$ cat src/verilog/dmd_map.svh
// address map, reset values and timing counts of the memory space decoder
`ifndef DMD_MAP_SVH
`define DMD_MAP_SVH

`define DMD_ADDR_W          20
`define DMD_DATA_W          32
`define DMD_WORD_W          16
`define DMD_SHARED_TOP      4'hF
`define DMD_EIO_BASE        11'h700
`define DMD_SLICE_ARB       4'h0
`define DMD_SLICE_SSP       4'h3
`define DMD_SLICE_IPC       4'h7
`define DMD_CTRL_OFFSET     12'h000
`define DMD_CTRL_ADDR       20'hF0000
`define DMD_CTRL_RESET      16'h0FFF
`define DMD_CTRL_WAIT_LSB   0
`define DMD_CTRL_WAIT_W     4
`define DMD_SSP_LAST        12'h010
`define DMD_IPC_WORDS       12'h400
`define DMD_WR_MIN_CYC      2
`define DMD_RD_MIN_CYC      5

`endif

$ cat src/verilog/dmd_pkg.sv
// types shared by the memory space decoder modules
package dmd_pkg;
    typedef enum logic {
        dmd_side_x,
        dmd_side_y
    } dmd_side_t;

    typedef enum logic [1:0] {
        dmd_st_idle,
        dmd_st_busy,
        dmd_st_done
    } dmd_arb_state_t;
endpackage

$ cat src/verilog/dmd_arb_if.sv
// link between the decoder top and its system bus arbiter
`timescale 1ns/1ps
interface dmd_arb_if;
    import dmd_pkg::*;
    logic            x_req;
    logic            y_req;
    logic            x_we;
    logic            y_we;
    logic [3:0]      extra_wait;
    logic            bus_gnt;
    dmd_side_t       owner;
    logic            busy;
    logic            last;
    logic            done;

    modport top (output x_req, y_req, x_we, y_we, extra_wait, bus_gnt,
                 input owner, busy, last, done);
    modport arb (input x_req, y_req, x_we, y_we, extra_wait, bus_gnt,
                 output owner, busy, last, done);
endinterface

$ cat src/verilog/dmd_sysbus_arb.sv
// serialises shared region accesses and counts their wait-states
`timescale 1ns/1ps
`include "dmd_map.svh"
module dmd_sysbus_arb
    import dmd_pkg::*;
#(
    parameter int WR_CYC = `DMD_WR_MIN_CYC,
    parameter int RD_CYC = `DMD_RD_MIN_CYC
) (
    input  wire logic  core_clk_i,
    input  wire logic  resetn_i,
    dmd_arb_if.arb     arb
);
    if (WR_CYC < 1 || WR_CYC > 8 || RD_CYC < 1 || RD_CYC > 8) begin : g_bad_cyc
        $error("dmd_sysbus_arb: cycle counts must lie in 1..8");
    end

    dmd_arb_state_t state;
    dmd_arb_state_t next_state;
    dmd_side_t      next_owner;
    logic [4:0]     cnt;
    logic [4:0]     next_cnt;
    logic           last_y;
    logic           next_last_y;
    logic           owner_we;
    logic [4:0]     tgt;
    logic [4:0]     acc_len;
    logic [4:0]     next_acc_len;

    function automatic logic [4:0] cyc_target(input logic we, input logic [3:0] extra);
        cyc_target = (we ? 5'(WR_CYC) : 5'(RD_CYC)) + {1'b0, extra};
    endfunction

    assign owner_we = (arb.owner == dmd_side_y) ? arb.y_we : arb.x_we;
    assign tgt      = cyc_target(owner_we, arb.extra_wait);
    assign arb.busy = (state == dmd_st_busy);
    assign arb.last = arb.busy && arb.bus_gnt && (cnt == tgt - 5'h01);
    assign arb.done = (state == dmd_st_done);

    always_comb begin
        next_state  = state;
        next_owner  = arb.owner;
        next_cnt    = cnt;
        next_last_y = last_y;
        case (state)
            dmd_st_idle: begin
                next_cnt = 5'h00;
                if (arb.x_req && (!arb.y_req || last_y)) begin
                    next_owner = dmd_side_x;
                    next_state = dmd_st_busy;
                end else if (arb.y_req) begin
                    next_owner = dmd_side_y;
                    next_state = dmd_st_busy;
                end
            end
            dmd_st_busy: begin
                if (arb.last) begin
                    next_state  = dmd_st_done;
                    next_last_y = (arb.owner == dmd_side_y);
                end else if (arb.bus_gnt) begin
                    next_cnt = cnt + 5'h01;
                end
            end
            dmd_st_done: next_state = dmd_st_idle;
            default:     next_state = dmd_st_idle;
        endcase
    end

    always_ff @(posedge core_clk_i or negedge resetn_i) begin
        if (!resetn_i) begin
            state     <= dmd_st_idle;
            arb.owner <= dmd_side_x;
            cnt       <= 5'h00;
            last_y    <= 1'b0;
        end else begin
            state     <= next_state;
            arb.owner <= next_owner;
            cnt       <= next_cnt;
            last_y    <= next_last_y;
        end
    end

    // cycles spent inside the current access, for checking only
    always_comb begin
        next_acc_len = acc_len;
        if (state == dmd_st_idle) begin
            next_acc_len = 5'h00;
        end else if (acc_len != 5'h1F) begin
            next_acc_len = acc_len + 5'h01;
        end
    end

    always_ff @(posedge core_clk_i or negedge resetn_i) begin
        if (!resetn_i) begin
            acc_len <= 5'h00;
        end else begin
            acc_len <= next_acc_len;
        end
    end

    AST_WR_MIN_CYCLES: assert property (@(posedge core_clk_i) disable iff (!resetn_i)
        arb.done && owner_we |-> acc_len >= 5'(WR_CYC))
        else $error("shared write completed too early");
    AST_RD_MIN_CYCLES: assert property (@(posedge core_clk_i) disable iff (!resetn_i)
        arb.done && !owner_we |-> acc_len >= 5'(RD_CYC))
        else $error("shared read completed too early");
    AST_CONTENDED_HOLD: assert property (@(posedge core_clk_i) disable iff (!resetn_i)
        arb.busy && !arb.bus_gnt |=> !arb.done)
        else $error("access completed while bus withheld");
    AST_ONE_OWNER: assert property (@(posedge core_clk_i) disable iff (!resetn_i)
        arb.busy && $past(arb.busy) |-> arb.owner == $past(arb.owner))
        else $error("owner changed during an access");
endmodule

$ cat src/verilog/dmd_decoder.sv
// memory space decoder for the signal-processor core
// Functional notes
// - X or Y space is chosen by the issuing addressing unit, not the address.
// - X port has a 20-bit address and a 32-bit data bus.
// - Y port has a 20-bit address and a 32-bit data bus.
// - 16-bit word addressing; single-word and two-word 32-bit transfers.
// - 64 Kword shared region reachable from X and Y, always via system bus.
// - Shared writes take at least two core clock cycles.
// - Shared reads take at least five core clock cycles.
// - Core stalls during shared accesses, longer when the bus is contended.
// - Shared region splits into sixteen 4 Kword peripheral selects.
// - Slice 0 arbiter registers, slice 3 serial port, slice 7 interprocessor memory.
// - Interprocessor dual-port memory holds 1 Kword.
// - External select covers 512 words at 0xE0000, Y space only.
// - Arbiter control register at region base, 16 bits, resets to 0x0FFF.
`timescale 1ns/1ps
`include "dmd_map.svh"
module dmd_decoder
    import dmd_pkg::*;
(
    input  wire logic                    core_clk_i,
    input  wire logic                    resetn_i,
    input  wire logic                    x_req_i,
    input  wire logic                    x_we_i,
    input  wire logic                    x_wide_i,
    input  wire logic [`DMD_ADDR_W-1:0]  x_space_address_bus_i,
    input  wire logic [`DMD_DATA_W-1:0]  x_space_data_bus_wr_i,
    output logic      [`DMD_DATA_W-1:0]  x_space_data_bus_rd_o,
    output logic                         x_wait_o,
    output logic                         x_priv_sel_o,
    input  wire logic                    y_req_i,
    input  wire logic                    y_we_i,
    input  wire logic                    y_wide_i,
    input  wire logic [`DMD_ADDR_W-1:0]  y_space_address_bus_i,
    input  wire logic [`DMD_DATA_W-1:0]  y_space_data_bus_wr_i,
    output logic      [`DMD_DATA_W-1:0]  y_space_data_bus_rd_o,
    output logic                         y_wait_o,
    output logic                         y_priv_sel_o,
    output logic                         external_io_window_sel_o,
    input  wire logic                    sb_gnt_i,
    input  wire logic [`DMD_DATA_W-1:0]  sb_rdata_i,
    output logic                         sb_req_o,
    output logic                         sb_we_o,
    output logic                         sb_wide_o,
    output logic      [15:0]             sb_addr_o,
    output logic      [`DMD_DATA_W-1:0]  sb_wdata_o,
    output logic      [15:0]             periph_sel_o
);
    dmd_arb_if arb_if ();

    logic                    x_shared;
    logic                    y_shared;
    logic                    y_eio;
    logic                    own_y;
    logic [`DMD_ADDR_W-1:0]  a_addr;
    logic [`DMD_DATA_W-1:0]  a_wdata;
    logic                    a_we;
    logic                    a_wide;
    logic [3:0]              a_slice;
    logic [11:0]             a_off;
    logic [`DMD_DATA_W-1:0]  rd_word;
    logic [`DMD_WORD_W-1:0]  external_arbiter_control;
    logic [`DMD_WORD_W-1:0]  next_external_arbiter_control;
    logic [`DMD_DATA_W-1:0]  next_x_rdata;
    logic [`DMD_DATA_W-1:0]  next_y_rdata;

    function automatic logic is_shared(input logic [`DMD_ADDR_W-1:0] addr);
        is_shared = (addr[19:16] == `DMD_SHARED_TOP);
    endfunction

    // populated words inside a slice; all else is reserved
    function automatic logic populated(input logic [3:0] slice, input logic [11:0] off);
        case (slice)
            `DMD_SLICE_ARB: populated = (off == `DMD_CTRL_OFFSET);
            `DMD_SLICE_SSP: populated = (off <= `DMD_SSP_LAST);
            `DMD_SLICE_IPC: populated = (off < `DMD_IPC_WORDS);
            default:        populated = 1'b0;
        endcase
    endfunction

    // space comes from the port used, never from the address
    assign x_shared = x_req_i && is_shared(x_space_address_bus_i);
    assign y_shared = y_req_i && is_shared(y_space_address_bus_i);
    assign y_eio    = y_req_i && (y_space_address_bus_i[19:9] == `DMD_EIO_BASE);

    assign x_priv_sel_o             = x_req_i && !x_shared;
    assign y_priv_sel_o             = y_req_i && !y_shared && !y_eio;
    assign external_io_window_sel_o = y_eio;

    assign arb_if.x_req      = x_shared;
    assign arb_if.y_req      = y_shared;
    assign arb_if.x_we       = x_we_i;
    assign arb_if.y_we       = y_we_i;
    assign arb_if.bus_gnt    = sb_gnt_i;
    assign arb_if.extra_wait =
        external_arbiter_control[`DMD_CTRL_WAIT_LSB +: `DMD_CTRL_WAIT_W];

    dmd_sysbus_arb #(
        .WR_CYC (`DMD_WR_MIN_CYC),
        .RD_CYC (`DMD_RD_MIN_CYC)
    ) u_arb (
        .core_clk_i (core_clk_i),
        .resetn_i   (resetn_i),
        .arb        (arb_if.arb)
    );

    // owner's request onto the system bus
    assign own_y   = (arb_if.owner == dmd_side_y);
    assign a_addr  = own_y ? y_space_address_bus_i : x_space_address_bus_i;
    assign a_wdata = own_y ? y_space_data_bus_wr_i : x_space_data_bus_wr_i;
    assign a_we    = own_y ? y_we_i : x_we_i;
    assign a_wide  = own_y ? y_wide_i : x_wide_i;
    assign a_slice = a_addr[15:12];
    assign a_off   = a_addr[11:0];

    assign sb_req_o     = arb_if.busy;
    assign sb_we_o      = arb_if.busy && a_we;
    assign sb_wide_o    = arb_if.busy && a_wide;
    assign sb_addr_o    = a_addr[15:0];
    assign sb_wdata_o   = a_wdata;
    assign periph_sel_o = arb_if.busy ? (16'h0001 << a_slice) : 16'h0000;

    // lower word in bits 15:0, next word up in bits 31:16
    always_comb begin
        rd_word = '0;
        if (a_slice == `DMD_SLICE_ARB) begin
            if (a_off == `DMD_CTRL_OFFSET) begin
                rd_word[15:0] = external_arbiter_control;
            end
        end else if (populated(a_slice, a_off)) begin
            rd_word[15:0] = sb_rdata_i[15:0];
            if (a_wide && populated(a_slice, a_off + 12'h001)) begin
                rd_word[31:16] = sb_rdata_i[31:16];
            end
        end
    end

    always_comb begin
        next_external_arbiter_control = external_arbiter_control;
        next_x_rdata                  = x_space_data_bus_rd_o;
        next_y_rdata                  = y_space_data_bus_rd_o;
        if (arb_if.last) begin
            if (a_we) begin
                if (a_slice == `DMD_SLICE_ARB && a_off == `DMD_CTRL_OFFSET) begin
                    next_external_arbiter_control = a_wdata[15:0];
                end
            end else if (own_y) begin
                next_y_rdata = rd_word;
            end else begin
                next_x_rdata = rd_word;
            end
        end
    end

    always_ff @(posedge core_clk_i or negedge resetn_i) begin
        if (!resetn_i) begin
            external_arbiter_control <= `DMD_CTRL_RESET;
            x_space_data_bus_rd_o    <= 32'h00000000;
            y_space_data_bus_rd_o    <= 32'h00000000;
        end else begin
            external_arbiter_control <= next_external_arbiter_control;
            x_space_data_bus_rd_o    <= next_x_rdata;
            y_space_data_bus_rd_o    <= next_y_rdata;
        end
    end

    // stall each port until its own access is done
    assign x_wait_o = x_shared && !(arb_if.done && !own_y);
    assign y_wait_o = y_shared && !(arb_if.done && own_y);

    AST_X_NEVER_EIO: assert property (@(posedge core_clk_i) disable iff (!resetn_i)
        external_io_window_sel_o |-> y_req_i && !y_shared && !y_priv_sel_o)
        else $error("external window selected outside Y space");
    AST_X_ROUTE: assert property (@(posedge core_clk_i) disable iff (!resetn_i)
        x_req_i |-> (x_priv_sel_o != x_shared))
        else $error("X access routed twice or not at all");
    AST_X_STALL: assert property (@(posedge core_clk_i) disable iff (!resetn_i)
        x_shared && !arb_if.busy && !arb_if.done |-> x_wait_o)
        else $error("X core not stalled on shared access");
    AST_ONE_SELECT: assert property (@(posedge core_clk_i) disable iff (!resetn_i)
        sb_req_o |-> $onehot(periph_sel_o) && periph_sel_o[a_slice])
        else $error("peripheral select not one-hot on slice");
    AST_RSVD_ZERO: assert property (@(posedge core_clk_i) disable iff (!resetn_i)
        arb_if.last && !a_we && !own_y && !populated(a_slice, a_off)
        |=> x_space_data_bus_rd_o == 32'h00000000)
        else $error("reserved read returned nonzero data");
    AST_BOTH_SERIAL: assert property (@(posedge core_clk_i) disable iff (!resetn_i)
        x_shared && y_shared |-> x_wait_o || y_wait_o)
        else $error("X and Y shared accesses released together");
    AST_CTRL_WRITE: assert property (@(posedge core_clk_i) disable iff (!resetn_i)
        arb_if.last && a_we && a_slice == `DMD_SLICE_ARB && a_off == `DMD_CTRL_OFFSET
        |=> external_arbiter_control == $past(a_wdata[15:0]))
        else $error("control register did not take the write");
    AST_CTRL_HOLD: assert property (@(posedge core_clk_i) disable iff (!resetn_i)
        !(arb_if.last && a_we) |=> $stable(external_arbiter_control))
        else $error("control register changed without a write");
    AST_Y_ROUTE: assert property (@(posedge core_clk_i) disable iff (!resetn_i)
        y_req_i |-> $onehot({y_priv_sel_o, y_shared, external_io_window_sel_o}))
        else $error("Y access routed twice or not at all");
    AST_Y_STALL: assert property (@(posedge core_clk_i) disable iff (!resetn_i)
        y_shared && !arb_if.busy && !arb_if.done |-> y_wait_o)
        else $error("Y core not stalled on shared access");
    AST_PRIV_NO_STALL: assert property (@(posedge core_clk_i) disable iff (!resetn_i)
        x_priv_sel_o |-> !x_wait_o)
        else $error("private X access stalled");
    AST_EIO_NO_STALL: assert property (@(posedge core_clk_i) disable iff (!resetn_i)
        external_io_window_sel_o |-> !y_wait_o)
        else $error("external window access stalled");
    AST_BUS_QUIET: assert property (@(posedge core_clk_i) disable iff (!resetn_i)
        !arb_if.busy |-> !sb_req_o && periph_sel_o == 16'h0000)
        else $error("system bus driven outside an access");
    AST_RSVD_ZERO_Y: assert property (@(posedge core_clk_i) disable iff (!resetn_i)
        arb_if.last && !a_we && own_y && !populated(a_slice, a_off)
        |=> y_space_data_bus_rd_o == 32'h00000000)
        else $error("reserved Y read returned nonzero data");
    AST_WIDE_UPPER: assert property (@(posedge core_clk_i) disable iff (!resetn_i)
        arb_if.last && !a_we && a_wide && !populated(a_slice, a_off + 12'h001)
        |=> (own_y ? y_space_data_bus_rd_o[31:16] : x_space_data_bus_rd_o[31:16]) == 16'h0000)
        else $error("wide read kept data of an empty upper word");
endmodule

$ cat config.mk
export PLATFORM = sky130hd
export DESIGN_NAME = dmd_decoder
export DESIGN_NICKNAME = d
export VERILOG_FILES = /design/src/verilog/dmd_pkg.sv /design/src/verilog/dmd_arb_if.sv /design/src/verilog/dmd_sysbus_arb.sv /design/src/verilog/dmd_decoder.sv
export VERILOG_INCLUDE_DIRS = /design/src /design/src/verilog
export SDC_FILE = /design/constraint.sdc
export NUM_CORES = 1
export LEC_CHECK = 0
export BUFFER_PORTS_ARGS = -buffer_cell sky130_fd_sc_hd__buf_2
export CAP_MARGIN = 20
export CORE_AREA = 2 2 108 110
export CTS_CLUSTER_SIZE = 8
export DETAILED_ROUTE_END_ITERATION = 6
export DIE_AREA = 0 0 110 112
export PLACE_DENSITY = 0.81
export REMOVE_ABC_BUFFERS = 1
export SLEW_MARGIN = 30
export SYNTH_ARGS = -nofsm -noshare
export SYNTH_HDL_FRONTEND = slang
export SYNTH_SLANG_ARGS = --single-unit
export TNS_END_PERCENT = 50
$ cat constraint.sdc
create_clock -name core_clk_i -period 7.15 [get_ports core_clk_i]
set_input_delay 0.3575 -clock core_clk_i [delete_from_list [all_inputs] [get_ports core_clk_i]]
set_output_delay 0.3575 -clock core_clk_i [all_outputs]
set_load 0.005 [all_outputs]
==> impl_metrics.yaml, run 1 <==
flow_run:
  maxCapViolations: 0
clock_network:
  cts.path.max_buffers: 2
  ctsHtreeMaxLevel: 3
  numClockSinks: 89
  cts_tree: "done"
  root_buffer: "clkbuf_16"
  clock_latency_ns: 0.34
  numCtsBuffers: 9
  cts_setup_buffers: 0
  cts.clk_slew.worst_paths_ns: 0.06
logic_synthesis:
  synth_most_common_cell: "dfrtp_1"
  yosysTopAreaCell: "dfrtp_1"
  synth-edff-count: 0
  synthArstFlopShare_pct: 100
  synthTopCellsByArea: "dfrtp_1, mux2_2, dfstp_2"
  ys_ff_latch: 89
  yosys.area.top_type_share_pct: 38.7
  yosys_warnings: 0
  ys_types: 52
  synth_ff_type: "dfrtp_1"
  seq_area_frac_synth_pct: 45.0
  syn-mean-instance-area_um2: 9.66
  syn_inst: 516
  netlist_area_um2: 4980
  yosys-top-cells-count: "dfrtp_1, nand2_1, mux2_2, o21ai_0, nor2_1"
detailed_routing:
  drt_pass1_iterations: 5
  ant_nets: 0
  wl_met3_um: 1110
  viasPerCell: 5.38
  wl_um: 15900
  drt-initial-drc-count: 447
  wl_met1_um: 6380
  met2_length_um: 8010
  drt_drc_violations_left: 0
  top_layer_used: "met4"
  vias: 5021
  wl_per_cell_um: 17.0
pwr:
  peakVddDrop_uv: 171
  finalPower_w: 0.00172
  p_leak_nw: 3.49
  p_per_area_nw_per_um2: 251
setup_path:
  critPathArrivalTime_ns: 4.24
  path_buf_inv: 4
  path_cells: "mux2i_1 -> inv_1 -> ha_1 -> inv_1 -> fa_1 -> xnor3_1 -> nand4_1 -> a211oi_4 -> buf_4 -> nand2_1 -> buf_4 -> nand2_1 -> o21ai_0"
  r2r_slack_ns: 3.11
  cp-end-kind: "flip-flop"
  criticalPathCategory: "flip-flop to flip-flop"
  cp_top_family: "buffers and inverters"
  cp_slowest_stage_delay_ns: 0.41
  cp_max_fo: 38
  required_ns: 7.35
  cp-start-kind: "flip-flop"
  cpMaxStageDelayCell: "fa_1"
sta:
  final-hold-violation-count: 0
  slew_headroom_pct: 44.1
  worst_slew_pin_slew_ns: 0.839
  finalMaxSlewViolations: 0
  rsz0062_at_grt: "false"
  finalCritPeriodShare_pct: 56.5
  skew_ns: 0.00658
  fin_hold_ws_ns: 0.276
  setup_viol: 0
  fin_crit_ns: 4.04
  fmax_ghz: 0.247
placed_design:
  dp_hpwl_um: 12000
  port_buffers: 280
  place.gp.congestion: 0.853
grt:
  grt_pass1_vias: 4788
  antenna_found_initial: 1
  grt.overflow.total: 0
  grt_usage_pct: 25.6
  grt_first_pass_wirelength_um: 24000
  grt_max_degree: 74
floorplan:
  die_width_um: 110
  start_util_pct: 44.6
  die_y_um: 112
  coreArea_um2: 11200
  dieArea_um2: 12300
  num_rows: 39
  ios: 281
cells_and_area:
  layout.nets: 937
  fillers: 949
  synthToLayoutAreaGrowth_pct: 36.9
  multi_input_area_um2: 2530
  seq_area_um2: 2240
  drive_gt1_share_pct: 49.2
status:
  status: "completed"
worst_hold_path:
  hp-class: "input port to flip-flop"
[worst reg2reg max path, cell delays in order (launching register included)]
cell and delay, ns:
dfrtp_2 0.40, mux2i_1 0.29, inv_1 0.18, ha_1 0.32, inv_1 0.06, fa_1 0.41
xnor3_1 0.37, nand4_1 0.15, a211oi_4 0.31, buf_4 0.40, nand2_1 0.38, buf_4 0.38
nand2_1 0.14, o21ai_0 0.10
[logic make-up after synthesis]
| group | Yosys count | synth area share, % |
|---|---|---|
| adders and majority gates | 8 | 2.16 |
| muxes | 69 | 16.2 |
| DFF | 89 | 45.0 |
| buffers and inverters | 50 | 4.49 |
| xor gates and xnor gates | 5 | 1.15 |
| and+or+nand+nor | 189 | 17.9 |
| AOI/OAI and AO/OA | 106 | 13.1 |
[report_power, final]
group	switching [W]	internal, W
Combinational	0.000340	0.000302
Sequential	0.0000295	0.000534
Clock	0.000195	0.000315
Total	0.000564	0.00115
[metal layers]
metal,GRT usage [%],vias to the layer above
li1,-,2361
met1,32.0,2394
met2,43.0,237
met3,4.51,29
met4,10.7,0
met5,0,-
[cell usage in the layout, fill, tap and decap left out, types with 7 or more instances in the layout]
master / instances
a22oi_1: 17
ha_1: 7
o21ai_0: 48
nand2_1: 66
a21oi_1: 20
inv_1: 18
dfrtp_1: 76
nand3_1: 38
mux2_4: 10
buf_4: 8
buf_2: 279
dfstp_2: 12
mux2_2: 53
nor2_1: 46
clkbuf_16: 9
[repair_timing]
item                                    in CTS  in global routing
endpoints found under the setup margin       0                  0
gates resized for setup                      0                  0
hold buffers                                 1                  0
hold endpoints to repair                    23                  0
[registers in the layout, indices dropped and copies added, names as in the netlist]
register / count
y_space_data_bus_rd_o: 32
x_space_data_bus_rd_o: 32
u_arb.cnt: 5
external_arbiter_control: 16
u_arb.arb.owner: 1
u_arb.state: 2
u_arb.last_y: 1
[cell type report]
type,instances,area share (%)
clock inverter,5,1.17
tap,143,2.62
sequential,89,32.9
timing repair buffer,289,21.6
antenna,1,0.0367
inverter,18,0.990
clock buffer,11,3.56
multi-input combinational,377,37.1
[path summary, 6_finish.rpt]
path | start | to | cells after the start
worst min-delay path | sb_rdata_i[18] | y_space_data_bus_rd_o[18]$_DFFE_PN0P_ | 3
worst max register to register | u_arb.arb.owner$_DFFE_PN0P_ | x_space_data_bus_rd_o[0]$_DFFE_PN0P_ | 13
min in group asynchronous | resetn_i | y_space_data_bus_rd_o[4]$_DFFE_PN0P_ | 2
worst max-delay path | u_arb.arb.owner$_DFFE_PN0P_ | x_space_data_bus_rd_o[0]$_DFFE_PN0P_ | 13
max in group asynchronous | resetn_i | u_arb.arb.owner$_DFFE_PN0P_ | 3
worst min register to register | y_space_data_bus_rd_o[19]$_DFFE_PN0P_ | y_space_data_bus_rd_o[19]$_DFFE_PN0P_ | 2
[per-stage QoR]
stage | area [µm²] | util, % | worst slack (ns) | TNS [ns] | cells
finish | 6830 | 61.1 | 3.11 | 0 | 933
global route | 6820 | 61.1 | 2.81 | 0 | 932
CTS | 6820 | 61.1 | 3.12 | 0 | 932
detailed placement | 6490 | 58.1 | 3.07 | 0 | 915
global placement | 6480 | 58.0 | 3.24 | 0 | 914
floorplan | 4830 | - | -0.558 | -17.42 | 484
No activity file was read; power rests on OpenSTA's default activity.
==> run 2, diff against run 1 <==
--- a/config.mk
+++ b/config.mk
@@ -8,11 +8,11 @@
 export LEC_CHECK = 0
 export BUFFER_PORTS_ARGS = -buffer_cell sky130_fd_sc_hd__buf_2
 export CAP_MARGIN = 20
-export CORE_AREA = 2 2 108 110
+export CORE_MARGIN = 2
+export CORE_UTILIZATION = 41
 export CTS_CLUSTER_SIZE = 8
 export DETAILED_ROUTE_END_ITERATION = 6
-export DIE_AREA = 0 0 110 112
-export PLACE_DENSITY = 0.81
+export PLACE_DENSITY = 0.78
 export REMOVE_ABC_BUFFERS = 1
 export SLEW_MARGIN = 30
 export SYNTH_ARGS = -nofsm -noshare
==> constraint.sdc (replaced) <==
create_clock -name core_clk_i -period 3.3 [get_ports core_clk_i]
set_input_delay 0.165 -clock core_clk_i [delete_from_list [all_inputs] [get_ports core_clk_i]]
set_output_delay 0.165 -clock core_clk_i [all_outputs]
set_load 0.005 [all_outputs]
==> run 2 against run 1 <==
Critical endpoint is now u_arb.last_y$_DFFE_PN0P_. Combinational power up 120%. Total power up 110%. Sequential power up 120%. First-iteration DRC count up 7.2%. Sequential cell count unchanged. Highest routed layer unchanged. Critical path type unchanged.
==> impl_metrics.yaml, run 2 (synthesized netlist as in run 1, its figures left out) <==
worst_hold_path:
  hold_start: "sb_rdata_i[19]"
  holdPathStages: 3
  hp-class: "input port to flip-flop"
  hold_end: "y_space_data_bus_rd_o[19]$_DFFE_PN0P_"
setup_path:
  cp-start-kind: "flip-flop"
  critPathArrivalTime_ns: 3.33
  r2r_slack_ns: 0.19
  r2r_start: "u_arb.arb.owner$_DFFE_PN0P_"
  rr_worst_depth: 11
  criticalPathCategory: "flip-flop to flip-flop"
  regToRegEndpoint: "u_arb.last_y$_DFFE_PN0P_"
  cp-end-kind: "flip-flop"
  required_ns: 3.52
  cp_max_fo: 17
pwr:
  p_int_w: 0.00244
  switching_share_pct: 32.9
  peakVddDrop_uv: 312
  p_per_area_nw_per_um2: 526
  finalPower_w: 0.00363
  p_leak_nw: 3.53
  switchingPower_w: 0.00119
  p_seq_share_pct: 33.7
  combPwrFrac_pct: 38.8
  p_clk_share_pct: 27.5
clock_network:
  root_buffer: "clkbuf_16"
  cts_tree: "done"
  cts.clk_slew.worst_paths_ns: 0.06
  clock_latency_ns: 0.34
  ctsHtreeMaxLevel: 3
  numClockSinks: 89
  cts.path.max_buffers: 2
  numCtsBuffers: 9
sta:
  finalCritPeriodShare_pct: 94.2
  rsz0062_at_grt: "false"
  layout_setup_ws_ns: 0.192
  skew_ns: 0.00695
  final-hold-violation-count: 0
  finalMaxSlewViolations: 0
  worst_slew_pin_slew_ns: 0.854
  fmax_ghz: 0.322
  setup_viol: 0
  slew_headroom_pct: 43.1
  fin_setup_tns_ns: 0
  fin_crit_ns: 3.11
grt:
  antenna_found_initial: 2
  grt_first_pass_wirelength_um: 23500
  grt.overflow.total: 0
  grt_max_degree: 74
  grt_usage_pct: 23.0
  grt_pass1_vias: 4566
cells_and_area:
  drive_gt1_share_pct: 49.6
  layout.nets: 946
  reg_top3: "x_space_data_bus_rd_o: 32 flops, y_space_data_bus_rd_o: 32 flops, external_arbiter_control: 16 flops"
  final_cell_mix: "buf_2, dfrtp_1, nand2_1"
  synthToLayoutAreaGrowth_pct: 38.7
  final_common_cell: "buf_2"
floorplan:
  die_width_um: 114
  start_util_pct: 41.7
  ios: 281
  coreArea_um2: 12000
  dieArea_um2: 13100
  num_rows: 40
  die_y_um: 114
detailed_routing:
  drt-initial-drc-count: 479
  ant_nets: 0
  vias: 4916
  drt_drc_violations_left: 0
  wl_per_cell_um: 16.1
  wl_um: 15200
  drt_pass1_iterations: 4
  viasPerCell: 5.20
status:
  status: "completed"
placed_design:
  port_buffers: 280
  dp_hpwl_um: 11700
  place.gp.congestion: 0.831
  pre_cts_ws_ns: -0.0331
flow_run:
  maxCapViolations: 0
## run 2: cell count changes in the layout (fill, tap and decap cells not counted)
| cell | previous run | this run |
|---|---|---|
| buf_4 | 8 | 15 |
| mux2i_1 | 6 | 5 |
| clkinvlp_4 | 2 | 1 |
| nor2_1 | 46 | 47 |
| clkbuf_1 | 1 | 3 |
| nor2_2 | 1 | 0 |
| mux2i_4 | 0 | 1 |
| inv_2 | 0 | 1 |
| bufinv_16 | 2 | 1 |
| buf_12 | 0 | 3 |
| buf_6 | 1 | 0 |
| inv_1 | 18 | 17 |
## run 2: what timing repair did
action	in CTS	in global routing
hold endpoints to repair	38	0
gates resized for setup	0	3
pin swaps	1	0
buffers inserted	2	0
setup endpoints to repair	23	71
hold buffers	1	0
## run 2: power groups by stage
| stage | Clock [W] | Sequential [W] | Combinational, W |
|---|---|---|---|
| floorplan | 0 | 0.00132 | 0.000741 |
| global placement | 0 | 0.00124 | 0.00138 |
| detailed placement | 0 | 0.00124 | 0.00139 |
| CTS | 0.00102 | 0.00122 | 0.00141 |
| global route | 0.00106 | 0.00123 | 0.00154 |
| finish | 0.000998 | 0.00122 | 0.00141 |
## run 2: per-layer routing
layer / part of all wire [%] / GRT usage [%] / vias to the layer above
met1: 43 / 30.0 / 2308
li1: - / - / 2376
met4: 1.6 / 7.48 / 0
met3: 7.9 / 5.72 / 18
met2: 48 / 37.5 / 214
met5: 0 / 0 / -
## run 2: cell type report
type / count / area [µm²]
inverters: 18 / 67.6
multi-input cells: 377 / 2540
fillers: 1049 / 5050
flip-flops and latches: 89 / 2240
repair buffers: 298 / 1580
well taps: 147 / 184
clock inverters: 3 / 42.5
clock buffers: 13 / 250
diodes: 1 / 2.50
## run 2: critical path, stage by stage (launching register included)
cell,delay [ns]
dfrtp_2,0.43
mux2i_4,0.20
ha_1,0.27
inv_1,0.04
ha_1,0.22
fa_1,0.38
xnor3_1,0.37
nand4_1,0.15
a211oi_4,0.21
buf_4,0.16
buf_4,0.20
mux2_2,0.35
## run 2: worst max-delay path by stage
stage | startpoint | end | slack, ns | cells past startpoint
finish | u_arb.arb.owner$_DFFE_PN0P_ | u_arb.last_y$_DFFE_PN0P_ | 0.19 | 11
global route | u_arb.arb.owner$_DFFE_PN0P_ | y_space_data_bus_rd_o[7]$_DFFE_PN0P_ | 0.02 | 13
CTS | u_arb.arb.owner$_DFFE_PN0P_ | y_space_data_bus_rd_o[4]$_DFFE_PN0P_ | 0.08 | 13
detailed placement | u_arb.arb.owner$_DFFE_PN0P_ | u_arb.last_y$_DFFE_PN0P_ | -0.03 | 10
global placement | u_arb.arb.owner$_DFFE_PN0P_ | u_arb.last_y$_DFFE_PN0P_ | 0.11 | 10
floorplan | u_arb.arb.owner$_DFFE_PN0P_ | x_space_data_bus_rd_o[0]$_DFFE_PN0P_ | -4.41 | 10
## run 2: metrics by stage
| stage | cells | instance area, µm² | util (%) | hold WS (ns) |
|---|---|---|---|---|
| finish | 946 | 6910 | 57.8 | 0.0798 |
| global route | 945 | 6910 | 57.8 | 0.0890 |
| CTS | 945 | 6900 | 57.7 | 0.0705 |
| detailed placement | 926 | 6580 | 55.0 | 0.225 |
| global placement | 926 | 6580 | 55.0 | 0.227 |
| floorplan | 484 | 4830 | - | -0.131 |
==> run 3, diff against run 2 <==
--- a/config.mk
+++ b/config.mk
@@ -8,11 +8,13 @@
 export LEC_CHECK = 0
 export BUFFER_PORTS_ARGS = -buffer_cell sky130_fd_sc_hd__buf_2
 export CAP_MARGIN = 20
+export CELL_PAD_IN_SITES_DETAIL_PLACEMENT = 1
+export CELL_PAD_IN_SITES_GLOBAL_PLACEMENT = 1
 export CORE_MARGIN = 2
-export CORE_UTILIZATION = 41
+export CORE_UTILIZATION = 29
 export CTS_CLUSTER_SIZE = 8
 export DETAILED_ROUTE_END_ITERATION = 6
-export PLACE_DENSITY = 0.78
+export PLACE_DENSITY_LB_ADDON = 0.1
 export REMOVE_ABC_BUFFERS = 1
 export SLEW_MARGIN = 30
 export SYNTH_ARGS = -nofsm -noshare
==> run 3 against run 2 <==
Critical path depth is 1 higher. Non-clock buffer count is 4 higher. Highest routed layer unchanged. Hold slack improved by 0.0048 ns. Largest power group unchanged.
==> impl_metrics.yaml, run 3 (synthesized netlist as in run 1, its figures left out) <==
setup_path:
  cp-start-kind: "flip-flop"
  cpMaxStageDelayCell: "fa_1"
  criticalPathCategory: "flip-flop to flip-flop"
  critPathArrivalTime_ns: 3.41
  required_ns: 3.51
  path_cells: "mux2i_4 -> ha_1 -> inv_2 -> ha_4 -> fa_1 -> xnor2_2 -> nand4_1 -> a211oi_4 -> buf_4 -> nand3_4 -> buf_12 -> mux2_4"
  cp-end-kind: "flip-flop"
  cp_slowest_stage_delay_ns: 0.57
  cp_max_fo: 8
placed_design:
  place.gp.congestion: 0.843
  port_buffers: 280
  dp_hpwl_um: 13900
  numPlacedInstances: 999
clock_network:
  root_buffer: "clkbuf_16"
  clock_latency_ns: 0.33
  numClockSinks: 89
  ctsHtreeMaxLevel: 3
  cts.path.max_buffers: 2
  cts.clk_slew.worst_paths_ns: 0.06
  cts_tree: "done"
  numCtsBuffers: 9
sta:
  fmax_ghz: 0.312
  finalMaxSlewViolations: 0
  setup_viol: 0
  rsz0062_at_grt: "true"
  slew_headroom_pct: 42.6
  final-hold-violation-count: 0
  fin_crit_ns: 3.20
  finalCritPeriodShare_pct: 97.0
  skew_ns: 0.00767
  worst_slew_pin_slew_ns: 0.860
pwr:
  peakVddDrop_uv: 281
  combPwrFrac_pct: 37.8
  p_per_area_nw_per_um2: 550
  p_seq_share_pct: 31.2
  p_clk_share_pct: 31.0
  switching_share_pct: 32.8
  finalPower_w: 0.00392
  switchingPower_w: 0.00129
  p_leak_nw: 3.60
  p_int_w: 0.00264
grt:
  grt_pass1_vias: 5441
  antenna_found_initial: 0
  grt_first_pass_wirelength_um: 28300
  grt_usage_pct: 19.6
  grt.overflow.total: 0
  grt_max_degree: 74
detailed_routing:
  drt_drc_violations_left: 0
  drt-initial-drc-count: 165
  wl_um: 18000
  drt_pass1_iterations: 6
  wl_per_cell_um: 17.6
  viasPerCell: 4.91
  vias: 5020
  ant_nets: 0
floorplan:
  num_rows: 47
  start_util_pct: 29.8
  die_width_um: 135
  die_y_um: 135
  ios: 281
  dieArea_um2: 18300
  coreArea_um2: 16700
cells_and_area:
  final_common_cell: "buf_2"
  layout.nets: 950
  reg_top3: "x_space_data_bus_rd_o: 32 flops, y_space_data_bus_rd_o: 32 flops, external_arbiter_control: 16 flops"
  fillers: 2041
  n_antenna_cell: 0
  final_cell_mix: "buf_2, dfrtp_1, nand2_1"
  synthToLayoutAreaGrowth_pct: 43.1
  drive_gt1_share_pct: 50.6
  seq_area_um2: 2240
  multi_input_area_um2: 2560
  final_cells: 1022
worst_hold_path:
  hp-class: "input port to flip-flop"
status:
  status: "completed"
flow_run:
  maxCapViolations: 0
==> run 3: cell types whose count changed in the layout (fill, tap and decap cells not counted), moves of 2 or more <==
cell / previous run / this run
buf_4: 15 / 18
bufinv_16: 1 / 3
clkbuf_1: 3 / 1
inv_1: 17 / 15
inv_2: 1 / 3
==> run 3: timing repair <==
item | in CTS | in global routing
gates cloned | 0 | 1
buffers inserted | 4 | 1
endpoints found under the setup margin | 65 | 77
gates resized for setup | 1 | 7
pin swaps | 2 | 7
endpoints found under the hold margin | 29 | 0
hold buffers | 1 | 0
==> run 3: power by group through the flow <==
stage | logic (W) | registers (W) | clock network (W)
final | 0.00148 | 0.00122 | 0.00122
after global routing | 0.00163 | 0.00123 | 0.00129
after CTS | 0.00148 | 0.00122 | 0.00124
after detailed placement | 0.00146 | 0.00124 | 0
after global placement | 0.00142 | 0.00124 | 0
after floorplan | 0.000741 | 0.00132 | 0
==> run 3: critical path, delay by kind of cell, from the launching register on <==
| kind | cells | cell delay [ns] |
|---|---|---|
| DFF | 1 | 0.43 |
| and+or+nand+nor | 2 | 0.27 |
| buffers and inverters | 3 | 0.39 |
| muxes | 2 | 0.50 |
| xor gates and xnor gates | 1 | 0.12 |
| AOI/OAI and AO/OA | 1 | 0.33 |
| adders and majority gates | 3 | 1.02 |
==> run 3: per-stage QoR <==
| stage | instance area [µm²] | hold WS [ns] | TNS [ns] | setup WS, ns | util [%] |
|---|---|---|---|---|---|
| after floorplan | 4830 | -0.131 | -328.52 | -4.41 | - |
| after global placement | 6660 | 0.189 | -1.16 | -0.111 | 39.9 |
| after detailed placement | 6660 | 0.191 | -6.03 | -0.254 | 39.9 |
| after CTS | 7070 | 0.0714 | 0 | 0.0343 | 42.3 |
| after global routing | 7130 | 0.0767 | -0.0494 | -0.0215 | 42.7 |
| final | 7130 | 0.0846 | 0 | 0.0998 | 42.7 |
==> run 3: final cells by class <==
class | count | area share, %
flip-flops and latches | 89 | 31.5
repair buffers | 302 | 22.8
clock buffers | 12 | 3.60
well taps | 220 | 3.86
clock inverters | 4 | 1.39
multi-input cells | 377 | 35.9
inverters | 18 | 0.947
==> run 3: worst paths after layout <==
path	to	from	cells past startpoint	slack [ns]
worst max-delay path	external_arbiter_control[12]$_DFFE_PN0P_	u_arb.arb.owner$_DFFE_PN0P_	12	0.1
worst min-delay path	y_space_data_bus_rd_o[18]$_DFFE_PN0P_	sb_rdata_i[18]	3	0.08
worst max register to register	external_arbiter_control[12]$_DFFE_PN0P_	u_arb.arb.owner$_DFFE_PN0P_	12	0.1
worst min register to register	x_space_data_bus_rd_o[23]$_DFFE_PN0P_	x_space_data_bus_rd_o[23]$_DFFE_PN0P_	2	0.47
max in group asynchronous	external_arbiter_control[2]$_DFFE_PN1P_	resetn_i	3	2.09
min in group asynchronous	y_space_data_bus_rd_o[10]$_DFFE_PN0P_	resetn_i	2	0.36
==> run 3: per-layer routing <==
layer	up-vias	share of wire [%]	GRT usage, %
li1	2380	-	-
met1	2458	40	22.7
met2	170	53	36.9
met3	12	5.6	4.24
met4	0	1.1	4.11
met5	-	0	0
